===== src/design/tss_map.vh =====
`ifndef TSS_MAP_VH
`define TSS_MAP_VH
// Time code length in bits
`define TSS_CODE_BITS 48
`define TSS_CODE_CW 6
// Output bit clock half period in sys_clk cycles (20 MHz / 8 = 2.5 MHz bit clock)
`define TSS_HALF_PERIOD 8'h04
// Idle bit clock rising edges counted before next heartbeat; a code is followed by one idle period more than this
`define TSS_GAP_BITS 8'h10
`define TSS_ZERO_CODE 48'h000000000000
`endif


===== src/design/tss_sync2.v =====
`default_nettype none
module tss_sync2 (
	input wire sys_clk,
	input wire rst_n,
	input wire [2:0] asyncIn,
	output reg [2:0] syncOut
);
reg [2:0] meta_q;
always @(posedge sys_clk) begin
	if (!rst_n) begin
		meta_q <= 3'h0;
		syncOut <= 3'h0;
	end else begin
		meta_q <= asyncIn;
		syncOut <= meta_q;
	end
end
endmodule
`default_nettype wire


===== src/design/tss_port.v =====
// Functional notes
// (RQ1) Three two-way lines: heartbeat, bit clock, time code, turned together.
// (RQ2) As timing master all lines are inputs; timing taken from outside.
// (RQ3) As timing slave the block drives bit clock, heartbeat and time code.
// (RQ4) In input mode outside hardware makes clocks and shifts one code per beat.
// (RQ5) Each code stands for the time of the latest heartbeat rising edge.
// (RQ6) In input mode heartbeat and code are sampled on bit clock falling edges.
// (RQ7) Heartbeat starts each code transfer; bit clock paces its bits.
// (RQ8) In output mode heartbeat and code change on bit clock rising edges.
`include "tss_map.vh"
`default_nettype none
module tss_port (
	input wire sys_clk,
	input wire rst_n,
	input wire masterMode,
	input wire [47:0] localTime,
	input wire heartbeatPulseIn,
	input wire timeBitClockIn,
	input wire serialTimeCodeIn,
	output reg heartbeatPulseOut,
	output reg timeBitClockOut,
	output reg serialTimeCodeOut,
	output reg portOe,
	output reg [47:0] rxTime,
	output reg rxValid,
	output reg [47:0] beatTime,
	output reg beatStrobe
);
////////////////////////////////////////////////////////////////////////////////
// Input synchronisers
wire [2:0] pinSync;
tss_sync2 uSync (
	.sys_clk(sys_clk),
	.rst_n(rst_n),
	.asyncIn({heartbeatPulseIn, timeBitClockIn, serialTimeCodeIn}),
	.syncOut(pinSync)
);
reg [2:0] pinPrev_q;
always @(posedge sys_clk) begin
	if (!rst_n)
		pinPrev_q <= 3'h0;
	else
		pinPrev_q <= pinSync;
end
wire clkFall = pinPrev_q[1] & ~pinSync[1];
wire hbSample = pinSync[2];
wire codeSample = pinSync[0];
////////////////////////////////////////////////////////////////////////////////
// Direction
always @(posedge sys_clk) begin
	if (!rst_n)
		portOe <= 1'b0;
	else
		// (RQ1) (RQ2) (RQ3) Common line direction
		portOe <= ~masterMode;
end
////////////////////////////////////////////////////////////////////////////////
// Receiver
// Shift one bit in at the bottom
function [47:0] shiftIn;
	input [47:0] word;
	input bitIn;
	begin
		shiftIn = {word[46:0], bitIn};
	end
endfunction
reg hbLast_q;
reg hbLast_d;
reg busy_q;
reg busy_d;
reg [5:0] rxCnt_q;
reg [5:0] rxCnt_d;
reg [47:0] rxShift_q;
reg [47:0] rxShift_d;
reg [47:0] rxTime_d;
reg rxValid_d;
always @* begin
	hbLast_d = hbLast_q;
	busy_d = busy_q;
	rxCnt_d = rxCnt_q;
	rxShift_d = rxShift_q;
	rxTime_d = rxTime;
	rxValid_d = 1'b0;
	// (RQ6) Falling edge sampling
	if (masterMode && clkFall) begin
		hbLast_d = hbSample;
		// (RQ7) (RQ4) Heartbeat starts code
		if (hbSample && !hbLast_q) begin
			busy_d = 1'b1;
			rxCnt_d = 6'h00;
		end else if (busy_q) begin
			rxShift_d = shiftIn(rxShift_q, codeSample);
			if (rxCnt_q == `TSS_CODE_BITS - 1) begin
				busy_d = 1'b0;
				rxValid_d = 1'b1;
				// (RQ5) Code marks beat edge time
				rxTime_d = shiftIn(rxShift_q, codeSample);
			end else begin
				rxCnt_d = rxCnt_q + 6'h01;
			end
		end
	end else if (!masterMode) begin
		// (RQ3) Receiver idle while driving
		busy_d = 1'b0;
	end
end
always @(posedge sys_clk) begin
	if (!rst_n) begin
		hbLast_q <= 1'b0;
		busy_q <= 1'b0;
		rxCnt_q <= 6'h00;
		rxShift_q <= `TSS_ZERO_CODE;
		rxTime <= `TSS_ZERO_CODE;
		rxValid <= 1'b0;
	end else begin
		hbLast_q <= hbLast_d;
		busy_q <= busy_d;
		rxCnt_q <= rxCnt_d;
		rxShift_q <= rxShift_d;
		rxTime <= rxTime_d;
		rxValid <= rxValid_d;
	end
end
////////////////////////////////////////////////////////////////////////////////
// Transmitter
localparam ST_IDLE = 3'h1;
localparam ST_BEAT = 3'h2;
localparam ST_DATA = 3'h4;
reg [2:0] st_q;
reg [2:0] st_d;
reg [7:0] div_q;
reg [7:0] div_d;
reg [7:0] bitCnt_q;
reg [7:0] bitCnt_d;
reg [47:0] txShift_q;
reg [47:0] txShift_d;
reg bitClock_d;
reg heartbeat_d;
reg code_d;
reg [47:0] beatTime_d;
reg beatStrobe_d;
wire tick = (div_q == `TSS_HALF_PERIOD - 8'h01);
wire rise = tick & ~timeBitClockOut;
always @* begin
	st_d = st_q;
	div_d = tick ? 8'h00 : div_q + 8'h01;
	bitCnt_d = bitCnt_q;
	txShift_d = txShift_q;
	bitClock_d = tick ? ~timeBitClockOut : timeBitClockOut;
	heartbeat_d = heartbeatPulseOut;
	code_d = serialTimeCodeOut;
	beatTime_d = beatTime;
	beatStrobe_d = 1'b0;
	// (RQ8) Lines change on rising edge
	if (rise) begin
		case (st_q)
			ST_IDLE: begin
				heartbeat_d = 1'b0;
				code_d = 1'b0;
				if (bitCnt_q == `TSS_GAP_BITS) begin
					st_d = ST_BEAT;
					bitCnt_d = 8'h00;
					heartbeat_d = 1'b1;
					// (RQ5) Capture time of beat edge
					txShift_d = localTime;
					beatTime_d = localTime;
					beatStrobe_d = 1'b1;
				end else begin
					bitCnt_d = bitCnt_q + 8'h01;
				end
			end
			ST_BEAT: begin
				// (RQ7) Code follows heartbeat
				heartbeat_d = 1'b0;
				code_d = txShift_q[47];
				txShift_d = shiftIn(txShift_q, 1'b0);
				bitCnt_d = 8'h01;
				st_d = ST_DATA;
			end
			ST_DATA: begin
				if (bitCnt_q == `TSS_CODE_BITS) begin
					code_d = 1'b0;
					bitCnt_d = 8'h00;
					st_d = ST_IDLE;
				end else begin
					code_d = txShift_q[47];
					txShift_d = shiftIn(txShift_q, 1'b0);
					bitCnt_d = bitCnt_q + 8'h01;
				end
			end
			default: begin
				st_d = ST_IDLE;
			end
		endcase
	end
end
always @(posedge sys_clk) begin
	// (RQ2) Master mode holds transmitter idle
	if (!rst_n || masterMode) begin
		st_q <= ST_IDLE;
		div_q <= 8'h00;
		bitCnt_q <= 8'h00;
		txShift_q <= `TSS_ZERO_CODE;
		timeBitClockOut <= 1'b0;
		heartbeatPulseOut <= 1'b0;
		serialTimeCodeOut <= 1'b0;
		beatTime <= `TSS_ZERO_CODE;
		beatStrobe <= 1'b0;
	end else begin
		st_q <= st_d;
		div_q <= div_d;
		bitCnt_q <= bitCnt_d;
		txShift_q <= txShift_d;
		timeBitClockOut <= bitClock_d;
		heartbeatPulseOut <= heartbeat_d;
		serialTimeCodeOut <= code_d;
		beatTime <= beatTime_d;
		beatStrobe <= beatStrobe_d;
	end
end
endmodule
`default_nettype wire


===== config.mk =====
export PLATFORM = sky130hd
export DESIGN_NAME = tss_port
export DESIGN_NICKNAME = d
export VERILOG_FILES = /design/src/design/tss_sync2.v /design/src/design/tss_port.v
export VERILOG_INCLUDE_DIRS = /design/src /design/src/design
export SDC_FILE = /design/constraint.sdc
export NUM_CORES = 1
export LEC_CHECK = 0
export ABC_AREA = 1
export BUFFER_PORTS_ARGS = -buffer_cell sky130_fd_sc_hd__buf_4
export CAP_MARGIN = 10
export CORE_UTILIZATION = 53
export CTS_BUF_LIST = sky130_fd_sc_hd__clkbuf_4 sky130_fd_sc_hd__clkbuf_8
export CTS_CLUSTER_SIZE = 28
export DETAILED_ROUTE_END_ITERATION = 10
export HOLD_SLACK_MARGIN = 0.15
export PLACE_DENSITY = 0.79
export SKIP_CTS_REPAIR_TIMING = 1
export SLEW_MARGIN = 20
export SYNTH_ARGS = -nofsm -noshare
export SYNTH_HDL_FRONTEND = slang
export SYNTH_SLANG_ARGS = --single-unit

===== constraint.sdc =====
create_clock -name sys_clk -period 1.5 [get_ports sys_clk]
set_input_delay 0.3 -clock sys_clk [delete_from_list [all_inputs] [get_ports sys_clk]]
set_output_delay 0.3 -clock sys_clk [all_outputs]
set_load 0.02 [all_outputs]

# Word-level counts from Yosys, hierarchy flattened
# Cells that the tools add are included.
# totals
out_inout_bits	102
input_bits	54
regBits	232
wordCells	86
# op_classes
n_eq_ne	12
add_sub_neg	3
mux	22
n_reduce_logical	19
bitwise_logic	11
# op_table
cell	n
case mux 48 bit (3 select lines)	1
2-to-1 mux 48 bit	2
case mux 8 bit (3 select lines)	1
2-to-1 mux 6 bit	3
adder 8 x 1 -> 8 bit (second input constant)	2
2-to-1 mux 8 bit	2
AND reduction 3 bit	4
NOT 1 bit	9
case mux 3 bit (3 select lines)	1
equality test 8 x 2 -> 1 bit (second input constant)	1
equality test 8 x 5 -> 1 bit (second input constant)	1
equality test 8 x 6 -> 1 bit (second input constant)	1
2-to-1 mux 1 bit	8
!= test 2 bit (second input constant)	4
AND reduction 4 bit	2
adder 6 x 1 -> 6 bit (second input constant)	1
equality test 6 bit (second input constant)	1
2-to-1 mux 3 bit	2
AND reduction 2 bit	2
nonzero test 2 bit	2
OR reduction 4 bit	1
equality test 3 x 1 -> 1 bit (second input constant)	1
equality test 3 x 2 -> 1 bit (second input constant)	1
equality test 3 bit (second input constant)	1
other kinds (10)	13

# Depth between registers and ports, before layout
# logic_depth
depth_word	5
mapped_depth	13
depth_no_buf	11

# Cells and area by module
# From an unflattened synthesis, not the netlist that was laid out.
# unflattened
hier_cells	1370
hier_area_um2	9354.0
# by_module_without_submodules
module	area_each_um2	cells_per_inst	seq_area_each_um2	n_inst
tss_port	9188.8	1352	4504.3	1
tss_sync2	165.2	18	120.1	1

# Worst setup path after synthesis
# No wires, ideal clock.
# synth_path
path_kind	register to register
from	register div_q[0]
to	register txShift_q[11]
path_slack_ns	-0.120
period_less_slack_ns	1.620
setup_time_ns	0.113
required_time_ns	1.387
arrival_ns	1.507
path_stages_with_launch	13
path_cell_list	dfxtp_1 > ha_1 > nand3_1 > nor2_2 > nand2_2 > clkinv_1 > nand2_1 > nor2_2 > buf_6 > buf_4 > nand2_1 > nand2_1 > nor2_1
# synth_between
elab_chain_cells	3
# synth_lines
element	line_no	text
start, declared	tss_port.v:131	reg [7:0] div_q;
start signal, assigned	tss_port.v:211	div_q <= div_d;
equality test 8 x 2 -> 1 bit	tss_port.v:142	wire tick = (div_q == `TSS_HALF_PERIOD - 8'h01);
bitwise AND 1 bit	tss_port.v:143	wire rise = tick & ~timeBitClockOut;
AND reduction 4 bit (no source line)	n/a	
end signal, assigned	tss_port.v:203	txShift_q <= `TSS_ZERO_CODE;
end signal, assigned	tss_port.v:213	txShift_q <= txShift_d;
end, declared	tss_port.v:135	reg [47:0] txShift_q;
# No other way between the ends.
# A chain may end at the register's enable or synchronous reset.

# Final worst setup path
# layout_path
from	register rxCnt_q[0]
to	register rxTime[6]
# layout_between
elab_chain_cells	2
# layout_lines
element	line_no	text
start, declared	tss_port.v:71	reg [5:0] rxCnt_q;
start signal, assigned	tss_port.v:118	rxCnt_q <= rxCnt_d;
equality test 6 bit	tss_port.v:93	if (rxCnt_q == `TSS_CODE_BITS - 1) begin
AND reduction 4 bit (no source line)	n/a	
end signal, assigned	tss_port.v:113	rxTime <= `TSS_ZERO_CODE;
end signal, assigned	tss_port.v:120	rxTime <= rxTime_d;
end, declared	tss_port.v:24	output reg [47:0] rxTime,
# No other way between the ends.

==> impl_metrics.csv <==
group,metric,value,unit
status,status,"complete, but fails checks",
status,violations,"negative setup slack",
critical_path,worstReg2RegStart,"rxCnt_q[0]",
drt,vias_per_cell,5.211,
global_route,first_global_vias,8078,
pwr,p_leak,6.534,nW
timing,period_needed,1.696,ns
critical_path,cp_common_cell,"nand2_2",
global_route,grt_antenna_before_repair,1,
final_layout,area_delta_synth_final,46.62,%
drt,ant_nets,0,
critical_path,crit_fanout,7,
critical_path,endpoint_kind,"flop",
cts,clk_latency,0.55,ns
global_route,overflow,0,
timing,fin_ws,-0.1957,ns
synth,yosysWarnings,0,
drt,drtIter0Drc,791,
pwr,p_int,9.811,mW
synth,synth.net_count,1411,
pwr,p_sw_frac,0.2244,
final_layout,drive_above_1_share,0.2892,
drt,drc,0,
placement,dpl.cell_count,1731,
critical_path,crit_arrival,2.18,ns
drt,wl_per_cell,15.64,µm
global_route,grt_usage,0.2419,
floorplan,die_y,134.6,µm
synth,syn_inst,1353,
final_layout,fin_util,0.7922,
floorplan,dieWidth,134.6,µm
pwr,p_seq_frac,0.487,
timing,final_hold_viol_count,0,
pwr,comb_power_share,0.047,
cts,clkTransAtPathRegs,0.06,ns
drt,vias,9822,
critical_path,path_buf_inv,2,
critical_path,critPathKind,"reg -> reg",
floorplan,start_util,0.5403,
cts,ctsHtreeMaxLevel,2,
pwr,clkPwrFrac,0.467,
floorplan,core_area,17240,µm²
drt,wl,29490,µm
timing,drv_slew,0,
timing,finClkSkew,0.03320,ns
synth,synth_top_family_by_area,"simple AND/OR/NAND/NOR gates",
synth,synth-simple-area-share,0.3398,
synth,syn_area,9313,µm²
critical_path,reg2reg_to,"rxTime[6]",
synth,synth_compound_gate_area_share,0.07685,
pwr,p_sw,2.839,mW
synth,synth_area_per_cell,6.883,µm²
critical_path,cpPeakStageDelay,0.37,ns
worst_hold_path,min_path_cells,4,
timing,hold_ws,0.2449,ns
worst_hold_path,worstHoldStart,"rst_n",
timing,finalCritPeriodShare,1.130,
critical_path,crit_required,1.98,ns
final_layout,final_common_cell,"nand2_1",
cts,clkSinkCount,231,
timing,tightestPinTransition,0.3552,ns
final_layout,antenna_cells,0,
cts,root_buffer,"clkbuf_8",
timing,rsz0062_at_grt,"true",
cts,clk_path_buf_depth,3,
critical_path,r2r_slack,-0.20,ns
final_layout,final_cells,1885,
critical_path,path_depth,10,
final_layout,final_net_count,1691,
floorplan,die-area,18110,µm²
placement,hpwl,14700,µm
synth,synth_xor_area_frac,0.002821,
pwr,cellPowerDensity,926.5,nW/µm²
cts,numCtsBuffers,38,
critical_path,cp_slowest_cell,"dfxtp_4",
critical_path,endpoint,"rxTime[6]",
global_route,grt_pass1_wl,36390,µm
synth,ys_seq_area_frac,0.4966,
timing,setup-violations-final,156,
pwr,irDropWorstVdd,0.0008037,V
timing,maxSlewHeadroom,0.7632,
floorplan,rows,48,
final_layout,layout_common_cells,"319 x nand2_1, 284 x nor2_1, 221 x dfxtp_1",
critical_path,critPathLaunch,"rxCnt_q[0]",
placement,port_buffers,155,
placement,gp_congestion,0.8536,
run,drv_cap,0,
cts,cts_tree,"yes",
critical_path,start_kind,"flop",
synth,synth_seq_cells,231,
timing,max_freq,589.7,MHz
synth,muxShareOfSynthArea,0,
synth,synth.distinct_cells,28,
global_route,grt_max_degree,89,
critical_path,crit_family,"simple AND/OR/NAND/NOR gates",
drt,dr.pass1.iters,5,
critical_path,worst-r2r-cell-count,10,
synth,yosys.area_share.adder,0.005374,
critical_path,path_cells,"ha_4 -> nand3_2 -> nor2_2 -> nand2_2 -> nor2_4 -> nand2_4 -> inv_8 -> clkbuf_16 -> nand2_2 -> nand2_1",
floorplan,io_pins,156,
worst_hold_path,hp-class,"in -> reg",
worst min-delay path by stage:
stage	slack (ns)	to
after global placement	0.40	uSync.syncOut[1]
after global routing	0.26	rxCnt_q[1]
after detailed placement	0.40	uSync.syncOut[2]
after floorplan	0.39	uSync.syncOut[0]
after CTS	-0.07	uSync.meta_q[1]
final	0.24	rxCnt_q[0]
per-stage QoR:
step                      cell area, µm²  TNS (ns)  setup slack [ns]  total power [mW]
after detailed placement           11190    -10.14           -0.1403             6.727
after floorplan                     9379         0          0.001002             6.514
after CTS                          12010    -13.32           -0.1920             12.50
after global routing               13650    -32.98           -0.2878             13.03
after global placement             11190    -3.705           -0.1155             6.722
final                              13650    -16.17           -0.1957             12.65
sequential cells by signal, summed over array words and instances (netlist names):
signal and cells:
beatStrobe 1, st_q 3, div_q 8, timeBitClockOut 1
pinPrev_q 1, busy_q 1, beatTime 48, rxTime 48
rxCnt_q 6, rxValid 1, txShift_q 48, heartbeatPulseOut 1
rxShift_q 47, hbLast_q 1, serialTimeCodeOut 1, uSync.syncOut 3
portOe 1, uSync.meta_q 3, bitCnt_q 8
power groups by stage:
| stage | Combinational, mW | Sequential, mW | Clock, mW |
|---|---|---|---|
| floorplan | 0.222 | 6.29 | 0 |
| global placement | 0.432 | 6.29 | 0 |
| detailed placement | 0.436 | 6.29 | 0 |
| CTS | 0.441 | 6.16 | 5.91 |
| global route | 0.641 | 6.15 | 6.23 |
| finish | 0.591 | 6.16 | 5.90 |
synth_stat cells, drive strengths merged:
cell type  count  area, µm²
or2            1      6.260
clkbuf        32      120.1
o21ai        116      580.6
nor3b          3      22.52
xnor2          1      8.760
dfxtp        231       4624
nor4           1      6.260
nand2        397       1498
buf           41      240.2
inv           98      367.9
clkinv         1      3.750
a21oi         27      135.1
nand4          3      18.77
nor3           4      25.02
xor2           2      17.52
ha             4      50.05
nand3b         1      7.510
nor2         315       1200
nand3         75      380.4
kinds of logic after synthesis:
group,Yosys count
adder cells (fa/ha/maj),4
AND/OR/NAND/NOR,800
XOR/XNOR,3
AO/OA/AOI/OAI,143
buffers and inverters,172
flip-flops,231
routing by layer:
metal  vias to the layer above  track usage  wire length (µm)
met5                         -            0                13
met4                         2      0.05431               898
met3                        81      0.06982              2534
met2                       463       0.4214             14770
met1                      4530       0.2951             11270
li1                       4746            -                 -
worst register-to-register path, stage by stage (launching register included):
cell and delay, ns:
dfxtp_4 0.37, ha_4 0.14, nand3_2 0.10, nor2_2 0.18
nand2_2 0.11, nor2_4 0.20, nand2_4 0.13, inv_8 0.12
clkbuf_16 0.19, nand2_2 0.05, nand2_1 0.06
area by class of cell:
type                    count  area [µm²]
inverters                  99       386.6
repair inverters            1       11.26
clock inverters             6       63.81
multi-input cells         951        4528
flip-flops and latches    231        4639
repair buffers            311        2985
clock buffers              61       758.2
well taps                 225       281.5
fillers                  1053        3582
Power figures use the tool's default switching activity.
